--- src/include/ierr_log_map.svh ---
// field positions, codes and reset values of the interconnect error status register
`ifndef IERR_LOG_MAP_SVH
`define IERR_LOG_MAP_SVH

// bank numbers answered on the read port
`define BANK_NUM_A 5'h05
`define BANK_NUM_B 5'h0c
`define BANK_NUM_C 5'h13

// field positions inside the 64-bit status word
`define ARCH_LSB 0
`define ARCH_MSB 15
`define CAUSE_LSB 16
`define CAUSE_MSB 21
`define DETAIL_LSB 22
`define DETAIL_MSB 31
`define CNT_LSB 38
`define CNT_MSB 52
`define VALID_BITS_LSB 57

// architectural compound codes
`define ARCH_UNSUPPORTED_PKT 16'h0c0f
`define ARCH_OTHER_ERR 16'h0e0f

// model-specific cause codes, uncorrectable group
`define CAUSE_UC_PHY_INIT 6'h00
`define CAUSE_UC_DRIFT_ALARM 6'h01
`define CAUSE_UC_LATENCY_ROLL 6'h02
`define CAUSE_UC_CRC_ABORT 6'h10
`define CAUSE_UC_UNSUP_PKT 6'h11
`define CAUSE_UC_CTRL_ERR 6'h12
`define CAUSE_UC_PARAM_EXCH 6'h13
`define CAUSE_UC_MESH_CTRL 6'h1f
// correctable group
`define CAUSE_COR_FLOOR 6'h20
`define CAUSE_COR_INIT_ABORT 6'h20
`define CAUSE_COR_PHY_RESET 6'h21
`define CAUSE_COR_LANE_X8 6'h22
`define CAUSE_COR_LPS_NO_RST 6'h23
`define CAUSE_COR_LPS_RST 6'h24
`define CAUSE_COR_PWS_EXIT 6'h25
`define CAUSE_COR_RETRY_OK 6'h30
`define CAUSE_COR_RETRY_REINIT 6'h31

// counter limits and reset values
`define CNT_MAX 15'h7fff
`define CNT_ONE 15'h0001
`define STATUS_RESET 64'h0000_0000_0000_0000

`endif

--- src/include/ierr_log_pkg.sv ---
// types shared by the interconnect error status log
package ierr_log_pkg;

    // one error report from a link agent, same clock as the log
    typedef struct packed {
        logic valid;        // one-cycle report strobe
        logic [5:0] cause;  // model-specific cause code
        logic [9:0] detail; // control error detail vector
        logic en;           // error reporting enabled
        logic miscv;        // misc register holds data
        logic addrv;        // address register holds data
        logic pcc;          // processor context corrupt
    } error_event_t;

    // architectural validity indicators, msb first
    typedef struct packed {
        logic val;
        logic over;
        logic uc;
        logic en;
        logic miscv;
        logic addrv;
        logic pcc;
    } validity_t;

    // the stored content of one bank
    typedef struct packed {
        validity_t flags;
        logic [5:0] cause;
        logic [9:0] detail;
        logic [15:0] arch;
    } bank_fields_t;

endpackage : ierr_log_pkg

--- src/hw/interconnect_error_status_log.sv ---
// interconnect error status log: three 64-bit status banks for the link agents

`timescale 1ns/1ps
`default_nettype none

`include "ierr_log_map.svh"

module interconnect_error_status_log
    import ierr_log_pkg::*;
#(
    parameter int NUM_BANKS = 3 // one bank per link agent
) (
    input wire logic ref_clk_in,                         // 250 MHz core clock
    input wire logic sys_rst_in,                         // synchronous, active high
    input wire error_event_t evt_in [NUM_BANKS],         // error reports, one per agent
    input wire logic [NUM_BANKS-1:0] clear_in,           // software write of zero, per bank
    input wire logic rd_en_in,                           // status read request
    input wire logic [4:0] rd_bank_in,                   // bank number to read
    output logic [63:0] rd_data_out,                     // read data, registered
    output logic rd_ack_out,                             // read answered, one cycle
    output logic rd_err_out,                             // bank number not mapped
    output logic [NUM_BANKS-1:0] bank_valid_out,         // bank holds a logged error
    output logic [NUM_BANKS-1:0] bank_uc_out             // bank holds an uncorrected error
);

    // ------------------------------------------------------------------
    // helper functions
    // ------------------------------------------------------------------

    // true only for cause codes the log may record
    function automatic logic cause_listed(input logic [5:0] c);
        logic ok;
        ok = 1'b0;
        case (c)
            `CAUSE_UC_PHY_INIT,
            `CAUSE_UC_DRIFT_ALARM,
            `CAUSE_UC_LATENCY_ROLL: ok = 1'b1;
            `CAUSE_UC_CRC_ABORT,
            `CAUSE_UC_UNSUP_PKT,
            `CAUSE_UC_CTRL_ERR: ok = 1'b1;
            `CAUSE_UC_PARAM_EXCH,
            `CAUSE_UC_MESH_CTRL: ok = 1'b1;
            `CAUSE_COR_INIT_ABORT,
            `CAUSE_COR_PHY_RESET,
            `CAUSE_COR_LANE_X8: ok = 1'b1;
            `CAUSE_COR_LPS_NO_RST,
            `CAUSE_COR_LPS_RST,
            `CAUSE_COR_PWS_EXIT: ok = 1'b1;
            `CAUSE_COR_RETRY_OK,
            `CAUSE_COR_RETRY_REINIT: ok = 1'b1;
            default: ok = 1'b0;                  // reserved codes
        endcase
        return ok;
    endfunction : cause_listed

    // uncorrectable causes sit below the correctable floor
    function automatic logic cause_uncorr(input logic [5:0] c);
        return (c < `CAUSE_COR_FLOOR);
    endfunction : cause_uncorr

    // compound code follows from the cause alone
    function automatic logic [15:0] arch_code(input logic [5:0] c);
        logic [15:0] code;
        if (c == `CAUSE_UC_UNSUP_PKT) begin
            code = `ARCH_UNSUPPORTED_PKT;
        end else begin
            code = `ARCH_OTHER_ERR;
        end
        return code;
    endfunction : arch_code

    // detail vector survives only alongside the control error cause
    function automatic logic [9:0] detail_gate(input logic [5:0] c, input logic [9:0] d);
        logic [9:0] g;
        if (c == `CAUSE_UC_CTRL_ERR) begin
            g = d;     // bits 22..31 as reported
        end else begin
            g = '0;
        end
        return g;
    endfunction : detail_gate

    // assemble the 64-bit word, unused fields forced to zero
    function automatic logic [63:0] pack_status(input bank_fields_t f, input logic [14:0] cnt);
        logic [63:0] w;
        w = `STATUS_RESET;                               // 37:32 and 56:53 stay zero
        w[`ARCH_MSB:`ARCH_LSB] = f.arch;
        w[`CAUSE_MSB:`CAUSE_LSB] = f.cause;
        w[`DETAIL_MSB:`DETAIL_LSB] = f.detail;
        w[`CNT_MSB:`CNT_LSB] = cnt;
        w[63:`VALID_BITS_LSB] = f.flags;
        return w;
    endfunction : pack_status

    // ------------------------------------------------------------------
    // bank storage
    // ------------------------------------------------------------------

    bank_fields_t bank_q [NUM_BANKS];       // logged fields per bank
    logic [14:0] cnt_q [NUM_BANKS];         // corrected error counts
    logic [NUM_BANKS-1:0] accept;           // report is legal and will be logged
    logic [NUM_BANKS-1:0] new_uc;           // report is uncorrectable

    // a report counts only when its cause is on the list
    always_comb begin
        for (int i = 0; i < NUM_BANKS; i++) begin
            accept[i] = evt_in[i].valid && cause_listed(evt_in[i].cause);
            new_uc[i] = cause_uncorr(evt_in[i].cause);
        end
    end

    // ------------------------------------------------------------------
    // error logging
    // ------------------------------------------------------------------

    // first error wins, but an uncorrected error displaces a corrected one;
    // a clear in the same cycle as a report clears first, so the report is kept
    always_ff @(posedge ref_clk_in) begin
        if (sys_rst_in) begin
            for (int i = 0; i < NUM_BANKS; i++) begin
                bank_q[i] <= '0;
            end
        end else begin
            for (int i = 0; i < NUM_BANKS; i++) begin
                bank_fields_t base;
                base = clear_in[i] ? bank_fields_t'('0) : bank_q[i];
                if (accept[i]) begin
                    if (!base.flags.val || (new_uc[i] && !base.flags.uc)) begin
                        // take the new report, older one is lost
                        bank_q[i].arch <= arch_code(evt_in[i].cause);
                        bank_q[i].cause <= evt_in[i].cause;
                        bank_q[i].detail <= detail_gate(evt_in[i].cause,
                                                        evt_in[i].detail);
                        bank_q[i].flags.val <= 1'b1;
                        bank_q[i].flags.over <= base.flags.val;
                        bank_q[i].flags.uc <= new_uc[i];
                        bank_q[i].flags.en <= evt_in[i].en;
                        bank_q[i].flags.miscv <= evt_in[i].miscv;
                        bank_q[i].flags.addrv <= evt_in[i].addrv;
                        bank_q[i].flags.pcc <= evt_in[i].pcc;
                    end else begin
                        // keep the stored error, mark the overflow
                        bank_q[i] <= base;
                        bank_q[i].flags.over <= 1'b1;
                    end
                end else begin
                    bank_q[i] <= base;
                end
            end
        end
    end

    // ------------------------------------------------------------------
    // corrected error count
    // ------------------------------------------------------------------

    // counts every accepted correctable report, even when not stored;
    // holds at the top so software can see the counter has run out
    always_ff @(posedge ref_clk_in) begin
        if (sys_rst_in) begin
            for (int i = 0; i < NUM_BANKS; i++) begin
                cnt_q[i] <= '0;
            end
        end else begin
            for (int i = 0; i < NUM_BANKS; i++) begin
                logic [14:0] base_cnt;
                base_cnt = clear_in[i] ? 15'h0000 : cnt_q[i];
                if (accept[i] && !new_uc[i] && (base_cnt != `CNT_MAX)) begin
                    cnt_q[i] <= base_cnt + `CNT_ONE;
                end else begin
                    cnt_q[i] <= base_cnt;              // saturated or idle
                end
            end
        end
    end

    // ------------------------------------------------------------------
    // read port
    // ------------------------------------------------------------------

    logic [1:0] rd_idx;     // decoded bank index
    logic rd_hit;           // bank number is one of ours

    // bank number decode
    always_comb begin
        rd_idx = 2'h0;
        rd_hit = 1'b0;
        if (rd_bank_in == `BANK_NUM_A) begin
            rd_idx = 2'h0;
            rd_hit = 1'b1;
        end else if (rd_bank_in == `BANK_NUM_B) begin
            rd_idx = 2'h1;
            rd_hit = 1'b1;
        end else if (rd_bank_in == `BANK_NUM_C) begin
            rd_idx = 2'h2;
            rd_hit = 1'b1;
        end
    end

    logic [63:0] rd_data_q;  // captured status word
    logic rd_ack_q;          // answer strobe
    logic rd_err_q;          // unmapped bank strobe

    // one-cycle answer; unmapped banks read zero and flag an error
    always_ff @(posedge ref_clk_in) begin
        if (sys_rst_in) begin
            rd_data_q <= `STATUS_RESET;
            rd_ack_q <= 1'b0;
            rd_err_q <= 1'b0;
        end else begin
            rd_ack_q <= rd_en_in;
            rd_err_q <= rd_en_in && !rd_hit;
            if (rd_en_in && rd_hit && (int'(rd_idx) < NUM_BANKS)) begin
                rd_data_q <= pack_status(bank_q[rd_idx], cnt_q[rd_idx]);
            end else if (rd_en_in) begin
                rd_data_q <= `STATUS_RESET;
            end
        end
    end

    // ------------------------------------------------------------------
    // outputs
    // ------------------------------------------------------------------

    assign rd_data_out = rd_data_q;
    assign rd_ack_out = rd_ack_q;
    assign rd_err_out = rd_err_q;

    // summary flags straight from the stored validity bits
    always_comb begin
        for (int i = 0; i < NUM_BANKS; i++) begin
            bank_valid_out[i] = bank_q[i].flags.val;
            bank_uc_out[i] = bank_q[i].flags.uc;
        end
    end

endmodule : interconnect_error_status_log

`default_nettype wire

--- config.mk ---
export PLATFORM = sky130hd
export DESIGN_NAME = interconnect_error_status_log
export DESIGN_NICKNAME = d
export VERILOG_FILES = /design/src/include/ierr_log_pkg.sv /design/src/hw/interconnect_error_status_log.sv
export VERILOG_INCLUDE_DIRS = /design/src /design/src/include
export SDC_FILE = /design/constraint.sdc
export NUM_CORES = 1
export LEC_CHECK = 0
export BUFFER_PORTS_ARGS = -buffer_cell sky130_fd_sc_hd__buf_4
export CELL_PAD_IN_SITES_DETAIL_PLACEMENT = 1
export CELL_PAD_IN_SITES_GLOBAL_PLACEMENT = 1
export CORE_UTILIZATION = 41
export DETAILED_ROUTE_END_ITERATION = 12
export HOLD_SLACK_MARGIN = 0.15
export PLACE_DENSITY = 0.83
export SYNTH_ARGS = -nofsm -noshare
export SYNTH_HDL_FRONTEND = slang
export SYNTH_SLANG_ARGS = --single-unit
--- constraint.sdc ---
create_clock -name ref_clk_in -period 2.2 [get_ports ref_clk_in]
set_input_delay 0.22 -clock ref_clk_in [delete_from_list [all_inputs] [get_ports ref_clk_in]]
set_output_delay 0.22 -clock ref_clk_in [all_outputs]
set_load 0.01 [all_outputs]
# ---- Word level (Yosys, flattened, before mapping)
# Memory sizes are Yosys's and may differ from the RTL's.
# Index checks and enable logic that the tools add are counted.
# Widths: inputs -> output; s select.
dict set report totals {
  n_memories 5
  romBits 192
  regBits 56
  word_cells 345
  inputBits 74
  ram_bits 162
  out_inout_bits 72
}
# memory depth width rd rd_ports_with_merged_regs write_ports line
set mem_list {}
lappend mem_list {bank_q 3 39 4 0 3 interconnect_error_status_log.sv:99} ;# bank_fields_t bank_q [NUM_BANKS];
lappend mem_list {{(name not given)} 64 1 1 0 0 interconnect_error_status_log.sv:34} ;# case (c)
lappend mem_list {{(name not given)} 64 1 1 0 0 interconnect_error_status_log.sv:34}
lappend mem_list {{(name not given)} 64 1 1 0 0 interconnect_error_status_log.sv:34}
lappend mem_list {cnt_q 3 15 4 0 3 interconnect_error_status_log.sv:100} ;# logic [14:0] cnt_q [NUM_BANKS];
dict set report op_classes {
  mux 190
  eq_ne 12
  bitwise_logic 99
  n_lt_le_gt_ge 4
  n_reduce_logical 29
  add_sub_neg 3
}
# cell n
set op_table {}
lappend op_table {{$mux 16} 18}
lappend op_table {{$mux 10} 24}
lappend op_table {{$mux 15} 9}
lappend op_table {{$mux 64} 2}
lappend op_table {{$mux 1} 122}
lappend op_table {{$mux 39} 3}
lappend op_table {{$or 1x1->1} 99}
lappend op_table {{$mux 6} 9}
lappend op_table {{$add 15x1->15 const B} 3}
lappend op_table {{$ne 15x15->1 const B} 3}
lappend op_table {{$eq 6x5->1 const B} 6}
lappend op_table {{$lt 6x6->1 const B} 3}
lappend op_table {{$logic_and 1x1->1} 15}
lappend op_table {{$logic_not 1->1} 10}
lappend op_table {{$mux 2} 3}
lappend op_table {{$eq 5x3->1 const B} 1}
lappend op_table {{$eq 5x4->1 const B} 1}
lappend op_table {{$eq 5x5->1 const B} 1}
lappend op_table {{$logic_or 1x1->1} 3}
lappend op_table {{$lt 2x2->1 const B} 1}
lappend op_table {{$reduce_bool 2->1} 1}

# ---- Longest topological paths before layout
# Gate-level depths: netlist of the first run.
# An unclocked memory read counts as a cell.
dict set report logic_depth {
  ltp_word 13
  ltp_mapped 9
  mapped_depth_nobuf 7
}

# ---- Worst setup path before layout of the first run
# No wires, ideal clock.
dict set report synth_timing {
  path_type {reg-to-reg}
  startpoint {mem cnt_q[2][0]}
  endpoint {mem cnt_q[2][5], data pin}
  n_path_buf 0
  t_arrival_ps 2088
  required_time_ps 1940
  slack_ps -148
  stages_incl_launch_ff 8
  setup_time_ps 260
  synth_period_minus_slack_ps 2348
  path_cell_list {edfxtp_1 -> nor2b_1 -> ha_1 -> nand4_1 -> nor4_1 -> nor4_1 -> nand3_1 -> mux2_2}
}
# element line
set synth_rtl {}
lappend synth_rtl {{start, declared} interconnect_error_status_log.sv:100}

==> results.sh, run 1 <==
export IMPL_r2r_end="cnt_q[1][13]$_SDFFCE_PN0P_"
export IMPL_grt_pass1_vias=9330
export IMPL_yosysTopAreaCellShare_pct=42.43
export IMPL_syn_avg_cell_area_um2=10.60
export IMPL_die_width_um=161.8
export IMPL_use_met2_pct=45.63
export IMPL_layout_nets=1421
export IMPL_switchingPower_mw=2.407
export IMPL_synth_top_family_by_area="simple AND/OR/NAND/NOR gates"
export IMPL_grt_use_met1_pct=33.89
export IMPL_ys_flop_type="edfxtp_1"
export IMPL_cp_end_kind="flop"
export IMPL_status="finished, violations left"
export IMPL_clk_pin_slew_ns=0.07
export IMPL_clock_skew_final_ns=0.02086
export IMPL_max_slew_margin_pct=58.48
export IMPL_die_h_um=161.8
export IMPL_fin_util_pct=56.46
export IMPL_worst_r2r_cell_count=8
export IMPL_wl_um=35330
export IMPL_swShare_pct=25.49
export IMPL_first_pass_iters=5
export IMPL_path_class="flop to flop"
export IMPL_seq_power_share_pct=47.2
export IMPL_yosys_area_share_simple_pct=18.04
export IMPL_synth_edf_count=148
export IMPL_crit_arrival_ns=2.48
export IMPL_r2r_start="cnt_q[1][0]$_SDFFCE_PN0P_"
export IMPL_drv_cap=0
export IMPL_synth_warnings=0
export IMPL_ant_nets=0
export IMPL_max_stage_delay_ns=0.38
export IMPL_whs_ns=0.1807
export IMPL_yosysTopAreaCell="edfxtp_1"
export IMPL_htreeDepth=1
export IMPL_antenna_found_initial=2
export IMPL_final_common_cell="buf_4"
export IMPL_post_dp_hpwl_um=23090
export IMPL_mostFrequentLayoutCells="buf_4, conb_1, edfxtp_1"
export IMPL_r2r_setup_slack_ns=-0.02
export IMPL_cp_start_kind="flop"
export IMPL_grt_util_all_layers_pct=26.46
export IMPL_vias_per_cell=5.341
export IMPL_postSynthCellCount=988
export IMPL_ctsRootBufferMaster="clkbuf_16"
export IMPL_tritoncts="done"
export IMPL_clock_latency_ns=0.53
export IMPL_power_density_nw_per_um2=666.1
export IMPL_synth_xor_area_share_pct=2.676
export IMPL_violations="negative setup slack"
export IMPL_async_flop_share_pct=0
export IMPL_drive_gt1_share_pct=20.78
export IMPL_synthMuxAreaShare_pct=7.656
export IMPL_grt_max_degree=79
export IMPL_grt_pass1_wl_um=53450
export IMPL_cts_buffers_inserted=24
export IMPL_synthTopCellsByArea="edfxtp_1, dfxtp_1, mux2i_1"
export IMPL_yosysSeqAreaShare_pct=53.13
export IMPL_post_route_period_util_pct=100.8
export IMPL_hold_path_depth=3
export IMPL_clock_sinks=204
export IMPL_core_area_um2=25110
export IMPL_max_freq_ghz=0.4510
export IMPL_worst_slack_ns=-0.01736
export IMPL_hp_start="evt_in[57]"
export IMPL_busiest_layer="met2"
export IMPL_synth_cell_type_count=64
export IMPL_pin_count=146
export IMPL_p_int_mw=7.036
export IMPL_setup_viol_count_final=1
export IMPL_route_vias_total=9047
export IMPL_cp_cell_sequence="nor2b_1 > ha_1 > nand4_1 > nor4_1 > buf_4 > nand4bb_4 > or3_1 > a21oi_1"
export IMPL_crit_required_ns=2.46
export IMPL_irDropWorstVdd_mv=0.5069
export IMPL_fin_crit_ns=2.217
export IMPL_start_util_pct=41.72
export IMPL_grt_overflow_total=0
export IMPL_grt_use_met3_pct=3.524
export IMPL_p_leak_nw=6.147
export IMPL_p_comb_share_pct=10.6
export IMPL_dieArea_um2=26190
export IMPL_final_max_slew_violation_count=0
export IMPL_io_buffers=135
export IMPL_synth_ff_latch_count=204
export IMPL_clkPwrFrac_pct=42.2
export IMPL_drc_errors=0
export IMPL_synth_fa_ha_area_share_pct=0.6689
export IMPL_worst_pin_slew_ns=0.6196
export IMPL_finalWeightedCongestion=0.8482
export IMPL_syn_to_final_growth_pct=35.34
export IMPL_cts_path_max_buffers=3
export IMPL_hold_class="input pin to flop"
export IMPL_placementRows=58
export IMPL_wl_per_cell_um=20.85
export IMPL_critPathSlowestCell="edfxtp_1"
export IMPL_synth_area_um2=10480
export IMPL_hold_path_end="bank_q[0][27]$_SDFFCE_PP0P_"
export IMPL_cp_max_fo=11
export IMPL_finalHoldViolCount=0
export IMPL_drtIter0Drc=691
export IMPL_synth_compound_area_share_pct=13.66
[timing repair]
action / CTS / global route
hold endpoints to repair: 65 / 0
pin swaps: 0 / 4
gates cloned: 0 / 0
resized for setup: 3 / 24
setup buffers: 0 / 2
hold buffers: 60 / 0
setup endpoints to repair: 4 / 60
[synthesized netlist by cell type, types with 3 or more instances]
library cell and number:
nor2_1 118, o221a_2 6, nor3_1 12, mux2i_1 79
xnor2_1 29, ha_1 3, buf_2 13, o21a_1 3
a211oi_1 3, edfxtp_1 148, nor2b_1 17, a21o_1 12
buf_4 16, clkbuf_1 42, or3_1 7, inv_1 18
nand3_1 26, o21ai_0 17, nor3b_1 4, buf_1 4
a31o_2 6, a21oi_1 57, and4_1 3, o31ai_1 3
and2_1 13, nor4_1 19, or2_2 6, xor2_1 3
a2bb2oi_1 9, nand2_1 82, dfxtp_1 56, a22o_1 63
nand2b_1 12, nand3b_1 7, nand4b_1 8, and3_1 15
nand4_1 15
[layer usage]
layer	wire, um	part of all wire, %
met5	0	0
met4	1115	3.2
met3	1712	4.8
met2	17670	50
met1	14820	42
[worst max-delay path by stage]
| stage | start | to | slack [ns] | depth (start not counted) |
|---|---|---|---|---|
| after global routing | cnt_q[1][0]$_SDFFCE_PN0P_ | cnt_q[1][11]$_SDFFCE_PN0P_ | -0.14 | 8 |
| final | cnt_q[1][0]$_SDFFCE_PN0P_ | cnt_q[1][13]$_SDFFCE_PN0P_ | -0.02 | 8 |
| after detailed placement | cnt_q[1][10]$_SDFFCE_PN0P_ | cnt_q[1][12]$_SDFFCE_PN0P_ | -0.09 | 6 |
| after CTS | cnt_q[1][10]$_SDFFCE_PN0P_ | cnt_q[1][12]$_SDFFCE_PN0P_ | 0.004 | 6 |
| after global placement | cnt_q[1][11]$_SDFFCE_PN0P_ | cnt_q[1][12]$_SDFFCE_PN0P_ | 0.07 | 6 |
| after floorplan | cnt_q[2][0]$_DFFE_PP_ | cnt_q[2][5]$_DFFE_PP_ | 0.009 | 7 |
[registers in the layout, indices dropped and copies added, names as in the netlist]
signal / cells
cnt_q: 45
rd_data_out: 54
bank_q: 103
rd_err_out: 1
rd_ack_out: 1
[cell type report]
| type | instances | area [um2] |
|---|---|---|
| flip-flops and latches | 204 | 5565 |
| well taps | 330 | 412.9 |
| repair buffers | 251 | 2122 |
| clock buffers | 33 | 716.9 |
| inverters | 19 | 71.32 |
| diodes | 2 | 5.005 |
| clock inverters | 11 | 55.05 |
| multi-input cells | 844 | 5229 |
| fillers | 2814 | 10930 |
[critical path, delay by kind of cell (launching register included)]
kind	cells	cell delay, ns
AOI/OAI and AO/OA	1	0.08
DFF	1	0.38
buffers and inverters	1	0.25
and+or+nand+nor	5	1.02
adders and majority gates	1	0.23
[through the flow]
stage          total power [mW]  setup WS, ns  std cells  cell area [um2]  TNS (ns)
2_1_floorplan             4.966      0.008767       1142            11070         0
3_3_place_gp              5.326       0.06822       1586            12650         0
3_5_place_dp              5.368      -0.09408       1586            12650   -0.1696
4_1_cts                   9.373      0.003916       1690            14040         0
5_1_grt                   9.705       -0.1447       1694            14180    -1.007
6_report                  9.443      -0.01736       1694            14180  -0.01736
[kinds of logic (layout without fill, tap and decap cells)]
logic type                 Yosys count  count (layout)
other                                2             158
muxes                               80              80
buffers and inverters               94             314
AOI/OAI and AO/OA                  195             195
xor gates and xnor gates            32              32
and+or+nand+nor                    375             375
DFF                                204             204
adders and majority gates            6               6
[power groups by stage]
| stage | Combinational (mW) | Clock (mW) | Sequential [mW] |
|---|---|---|---|
| 6_report | 1.00 | 3.99 | 4.45 |
| 3_3_place_gp | 0.818 | 0 | 4.51 |
| 3_5_place_dp | 0.846 | 0 | 4.52 |
| 2_1_floorplan | 0.487 | 0 | 4.48 |
| 5_1_grt | 1.08 | 4.15 | 4.47 |
| 4_1_cts | 0.946 | 3.98 | 4.44 |
(Power assumes the default switching activity.)
==> inputs of run 2 (changes only) <==
--- a/config.mk
+++ b/config.mk
@@ -9,10 +9,10 @@
 export BUFFER_PORTS_ARGS = -buffer_cell sky130_fd_sc_hd__buf_4
 export CELL_PAD_IN_SITES_DETAIL_PLACEMENT = 1
 export CELL_PAD_IN_SITES_GLOBAL_PLACEMENT = 1
-export CORE_UTILIZATION = 41
+export CORE_UTILIZATION = 46
 export DETAILED_ROUTE_END_ITERATION = 12
 export HOLD_SLACK_MARGIN = 0.15
-export PLACE_DENSITY = 0.83
+export PLACE_DENSITY = 0.88
 export SYNTH_ARGS = -nofsm -noshare
 export SYNTH_HDL_FRONTEND = slang
 export SYNTH_SLANG_ARGS = --single-unit
==> constraint.sdc (replaced) <==
create_clock -name ref_clk_in -period 2.15 [get_ports ref_clk_in]
set_input_delay 0.215 -clock ref_clk_in [delete_from_list [all_inputs] [get_ports ref_clk_in]]
set_output_delay 0.215 -clock ref_clk_in [all_outputs]
set_load 0.01 [all_outputs]
==> results.sh, run 2 (same netlist as run 1, synthesis figures left out) <==
export IMPL_irDropWorstVdd_mv=0.5951
export IMPL_tritoncts="done"
export IMPL_dieArea_um2=23380
export IMPL_clk_pin_slew_ns=0.06
export IMPL_grt_max_degree=79
export IMPL_rsz0062_at_grt="yes"
export IMPL_cp_cell_sequence="nor2b_4 > ha_4 > nand4_1 > nor4_4 > nor4_1 > buf_4 > a311oi_2 > a41o_1"
export IMPL_grt_pass1_vias=10230
export IMPL_violations="negative setup slack"
export IMPL_status="finished, violations left"
export IMPL_switchingPower_mw=2.625
export IMPL_finalInstanceArea_um2=14210
export IMPL_cts_buffers_inserted=24
export IMPL_pin_count=146
export IMPL_fin_crit_ns=2.163
export IMPL_swShare_pct=26.24
export IMPL_clock_skew_final_ns=0.02615
export IMPL_cts_path_max_buffers=3
export IMPL_top_register="bank_q"
export IMPL_post_route_period_util_pct=100.6
export IMPL_n_fill_cell=2385
export IMPL_drive_gt1_share_pct=21.42
export IMPL_critPathSlowestCell="edfxtp_1"
export IMPL_core_area_um2=22090
export IMPL_grt_overflow_total=0
export IMPL_htreeDepth=1
export IMPL_busiest_layer="met2"
export IMPL_clock_latency_ns=0.54
export IMPL_cp_end_kind="flop"
export IMPL_power_density_nw_per_um2=704.1
export IMPL_crit_arrival_ns=2.55
export IMPL_first_pass_iters=5
export IMPL_ant_nets=0
export IMPL_max_stage_delay_ns=0.39
export IMPL_power_mw=10.00
export IMPL_grt_util_all_layers_pct=33.88
export IMPL_start_util_pct=47.41
export IMPL_grt_use_met1_pct=39.58
export IMPL_final_max_slew_violation_count=0
export IMPL_die_width_um=152.9
export IMPL_dp_slack_ns=-0.1396
export IMPL_largest_reg_flops=103
export IMPL_placementRows=54
export IMPL_p_int_mw=7.379
export IMPL_use_met2_pct=59.22
export IMPL_finalHoldViolCount=0
export IMPL_die_h_um=152.9
export IMPL_post_dp_hpwl_um=23840
export IMPL_max_slew_margin_pct=53.20
export IMPL_drc_errors=0
export IMPL_route_vias_total=9841
export IMPL_vias_per_cell=5.964
export IMPL_cp_max_fo=4
export IMPL_wl_um=41970
export IMPL_mostFrequentLayoutCells="buf_4, conb_1, edfxtp_1"
export IMPL_setup_viol_count_final=1
export IMPL_wl_per_cell_um=25.44
export IMPL_io_buffers=135
export IMPL_grt_pass1_wl_um=60400
export IMPL_worst_pin_slew_ns=0.6997
export IMPL_grt_use_met3_pct=7.117
export IMPL_drtIter0Drc=892
export IMPL_drv_cap=0
export IMPL_path_class="flop to flop"
export IMPL_p_leak_nw=6.208
export IMPL_final_common_cell="buf_4"
export IMPL_dpl_cell_area_um2=12600
export IMPL_hold_class="input pin to flop"
export IMPL_finalWeightedCongestion=0.8671
export IMPL_p_comb_share_pct=11.0
export IMPL_crit_required_ns=2.53
export IMPL_antenna_found_initial=2
export IMPL_cp_start_kind="flop"
export IMPL_worst_slack_ns=-0.01328
export IMPL_syn_to_final_growth_pct=35.63
export IMPL_layout_nets=1427
export IMPL_max_freq_ghz=0.4623
export IMPL_clock_sinks=204
export IMPL_seq_power_share_pct=45.7
export IMPL_clkPwrFrac_pct=43.3
export IMPL_ctsRootBufferMaster="clkbuf_16"
## run 2: cell count changes in the layout (fill, tap and decap cells not counted), sizes merged
cell         delta
bufinv          +2
dlygate4sd3     -6
clkinv          -2
buf            +12
## run 2: layout make-up
type,count,area [um2],share of cell area [%]
sequential,204,5565,39.17
multi-input combinational,844,5255,36.99
timing repair buffer,257,2160,15.20
clock buffer,33,695.7,4.897
tap,280,350.3,2.466
clock inverter,11,105.1,0.7398
inverter,19,71.32,0.5020
antenna,2,5.005,0.03523
## run 2: routing by layer
layer	vias up	share of wire, %	routed length, um
met3	148	8.5	3551
met4	0	5.4	2258
met2	596	50	21110
met5	-	0	0
met1	4892	36	15060
li1	4205	-	-
## run 2: power groups by stage
stage	Sequential, mW	Combinational [mW]	Clock [mW]
6_report	4.58	1.10	4.33
5_1_grt	4.59	1.16	4.47
4_1_cts	4.55	0.983	4.23
3_5_place_dp	4.63	0.877	0
3_3_place_gp	4.62	0.842	0
2_1_floorplan	4.58	0.498	0
## run 2: path summary, 6_finish.rpt
check / start / to / slack (ns) / cells after the start
setup / recovery: cnt_q[2][0]$_DFFE_PP_ / cnt_q[2][7]$_DFFE_PP_ / -0.01 / 8
hold reg to reg: rd_data_out[50]$_SDFFE_PP0P_ / rd_data_out[50]$_SDFFE_PP0P_ / 0.49 / 1
hold / removal: evt_in[1] / bank_q[2][33]$_DFFE_PP_ / 0.16 / 3
setup reg to reg: cnt_q[2][0]$_DFFE_PP_ / cnt_q[2][7]$_DFFE_PP_ / -0.01 / 8
## run 2: critical path: cells and delay by family, from the launching register on
| kind | cells | cell delay, ns |
|---|---|---|
| AO/OA/AOI/OAI | 2 | 0.42 |
| AND/OR/NAND/NOR | 4 | 0.88 |
| buffers and inverters | 1 | 0.17 |
| adder cells (fa/ha/maj) | 1 | 0.16 |
| flip-flops | 1 | 0.39 |
## run 2: repair_timing
item / CTS / global route
endpoints found under the hold margin: 60 / 0
setup endpoints to repair: 22 / 55
gates resized for setup: 9 / 24
hold buffers: 54 / 0
setup buffers: 2 / 10
pin swaps: 2 / 9
## run 2: metrics by stage
| stage | hold slack, ns | utilization (%) | instances | setup TNS (ns) |
|---|---|---|---|---|
| floorplan | 0.3456 | - | 1142 | -0.04123 |
| global placement | 0.4623 | 57.05 | 1538 | -0.2484 |
| detailed placement | 0.4711 | 57.05 | 1538 | -0.5539 |
| CTS | 0.1537 | 63.38 | 1638 | 0 |
| global route | 0.1556 | 64.31 | 1650 | -0.4037 |
| finish | 0.1624 | 64.31 | 1650 | -0.01328 |
==> inputs of run 3 (changes only) <==
--- a/config.mk
+++ b/config.mk
@@ -7,7 +7,7 @@
 export NUM_CORES = 1
 export LEC_CHECK = 0
 export BUFFER_PORTS_ARGS = -buffer_cell sky130_fd_sc_hd__buf_4
-export CELL_PAD_IN_SITES_DETAIL_PLACEMENT = 1
+export CELL_PAD_IN_SITES_DETAIL_PLACEMENT = 0
 export CELL_PAD_IN_SITES_GLOBAL_PLACEMENT = 1
 export CORE_UTILIZATION = 46
 export DETAILED_ROUTE_END_ITERATION = 12
==> constraint.sdc (replaced) <==
create_clock -name ref_clk_in -period 2.3 [get_ports ref_clk_in]
set_input_delay 0.23 -clock ref_clk_in [delete_from_list [all_inputs] [get_ports ref_clk_in]]
set_output_delay 0.23 -clock ref_clk_in [all_outputs]
set_load 0.01 [all_outputs]
==> results.sh, run 3 (same netlist as run 1, synthesis figures left out) <==
export IMPL_cts_buffers_inserted=24
export IMPL_tritoncts="done"
export IMPL_max_stage_delay_ns=0.55
export IMPL_p_leak_nw=6.080
export IMPL_hold_path_depth=3
export IMPL_htreeDepth=1
export IMPL_rsz0062_at_grt="no"
export IMPL_core_area_um2=22090
export IMPL_layout_nets=1410
export IMPL_wl_um=28630
export IMPL_die_h_um=152.9
export IMPL_p_int_mw=6.999
export IMPL_finalInstanceArea_um2=13970
export IMPL_clock_sinks=204
export IMPL_cp_max_fo=12
export IMPL_hold_class="input pin to flop"
export IMPL_antenna_found_initial=0
export IMPL_fin_crit_ns=2.194
export IMPL_stdcell_count=1631
export IMPL_grt_util_all_layers_pct=24.26
export IMPL_cts_path_max_buffers=3
export IMPL_top_register="bank_q"
export IMPL_final_max_slew_violation_count=0
export IMPL_clkPwrFrac_pct=43.9
export IMPL_switchingPower_mw=2.158
export IMPL_first_pass_iters=6
export IMPL_post_dp_hpwl_um=19990
export IMPL_cp_end_kind="flop"
export IMPL_grt_max_degree=79
export IMPL_fin_util_pct=63.23
export IMPL_worst_slack_ns=0.1064
export IMPL_path_class="input pin to flop"
export IMPL_regArea_um2=5565
export IMPL_cp_cell_sequence="dlygate4sd3_1 > buf_4 > and2_1 > a211oi_1 > o21ai_0 > a21oi_2 > buf_12 > o311a_1 > dlygate4sd3_1"
export IMPL_dpl_cell_area_um2=12430
export IMPL_crit_required_ns=2.69
export IMPL_critPathSlowestCell="dlygate4sd3_1"
export IMPL_p_comb_share_pct=9.7
export IMPL_placementRows=54
export IMPL_finalWeightedCongestion=0.8734
export IMPL_ant_nets=0
export IMPL_max_slew_margin_pct=61.16
export IMPL_cp_top_family="buffers and inverters"
export IMPL_dp_slack_ns=0.07123
export IMPL_drc_errors=0
export IMPL_io_buffers=135
export IMPL_cp_start_kind="input pin"
export IMPL_vias_per_cell=5.295
export IMPL_die_width_um=152.9
export IMPL_crit_buf_inv=4
export IMPL_drive_gt1_share_pct=19.02
export IMPL_power_density_nw_per_um2=655.5
export IMPL_clk_pin_slew_ns=0.06
export IMPL_n_fill_cell=1839
export IMPL_multi_input_area_um2=5124
export IMPL_drtIter0Drc=585
export IMPL_setup_viol_count_final=0
export IMPL_dieArea_um2=23380
export IMPL_swShare_pct=23.57
export IMPL_start_util_pct=47.41
export IMPL_clock_skew_final_ns=0.01439
export IMPL_finalHoldViolCount=0
export IMPL_irDropWorstVdd_mv=0.4892
export IMPL_worst_pin_slew_ns=0.5807
export IMPL_status="finished clean"
export IMPL_max_freq_ghz=0.4559
export IMPL_route_vias_total=8636
export IMPL_clock_latency_ns=0.52
export IMPL_seq_power_share_pct=46.4
export IMPL_path_depth=9
export IMPL_setup_tns_ns=0
export IMPL_n_antenna_cell=0
export IMPL_path_common_cell="dlygate4sd3_1"
export IMPL_place_inst=1523
export IMPL_pin_count=146
export IMPL_final_common_cell="buf_4"
export IMPL_whs_ns=0.1631
export IMPL_post_route_period_util_pct=95.38
export IMPL_worst_r2r_cell_count=7
export IMPL_syn_to_final_growth_pct=33.36
export IMPL_power_mw=9.157
export IMPL_grt_pass1_vias=8546
export IMPL_mostFrequentLayoutCells="buf_4, conb_1, edfxtp_1"
export IMPL_drv_cap=0
export IMPL_grt_overflow_total=0
export IMPL_ctsRootBufferMaster="clkbuf_16"
export IMPL_wl_per_cell_um=17.56
export IMPL_largest_reg_flops=103
export IMPL_crit_arrival_ns=2.59
export IMPL_grt_pass1_wl_um=45020
## run 3: cell types whose count changed in the layout (fill, tap and decap cells not counted), moves of 2 or more
cell / before / now
buf_4: 194 / 174
dlygate4sd3_1: 54 / 62
nor2b_1: 11 / 17
nor2b_4: 5 / 0
buf_12: 7 / 3
clkbuf_1: 4 / 1
clkbuf_16: 25 / 28
buf_6: 2 / 0
diode_2: 2 / 0
ha_1: 1 / 3
ha_4: 2 / 0
nor4_4: 2 / 0
## run 3: metal layers
metal / track usage (%) / vias up / wire length [um]
met2: 38.53 / 241 / 13060
met3: 4.139 / 59 / 1707
li1: - / 4178 / -
met5: 0 / - / 0
met4: 8.947 / 0 / 944
met1: 33.31 / 4158 / 12920
## run 3: final timing paths
| check | from | to | slack [ns] |
|---|---|---|---|
| max | evt_in[16] | bank_q[2][9]$_DFFE_PP_ | 0.11 |
| min | evt_in[38] | bank_q[1][29]$_SDFFCE_PP0P_ | 0.16 |
| min reg2reg | rd_data_out[20]$_SDFFE_PP0P_ | rd_data_out[20]$_SDFFE_PP0P_ | 0.48 |
| max reg2reg | cnt_q[0][0]$_SDFFCE_PN0P_ | cnt_q[0][2]$_SDFFCE_PN0P_ | 0.17 |
## run 3: power groups by stage
stage	registers (mW)	logic, mW	clock network (mW)
after floorplan	4.28	0.466	0
after global placement	4.31	0.758	0
after global routing	4.27	0.963	4.22
after CTS	4.25	0.861	4.06
after detailed placement	4.32	0.768	0
final	4.25	0.886	4.02
## run 3: cell type report
cell class              instances  area share (%)
multi-input cells             844           36.68
flip-flops and latches        204           39.84
well taps                     280           2.508
clock buffers                  32           5.258
repair buffers                240           14.40
clock inverters                12          0.8061
inverters                      19          0.5105
## run 3: timing repair
action,CTS,global route
endpoints found under the hold margin,65,0
hold buffers,62,0
setup endpoints to repair,0,26
setup buffers,0,1
gates resized for setup,0,6
## run 3: worst register-to-register path, delay by kind of cell, from the launching register on
family,cells,cell delay (ns)
AO/OA/AOI/OAI,1,0.15
AND/OR/NAND/NOR,5,1.14
adder cells (fa/ha/maj),1,0.24
flip-flops,1,0.36
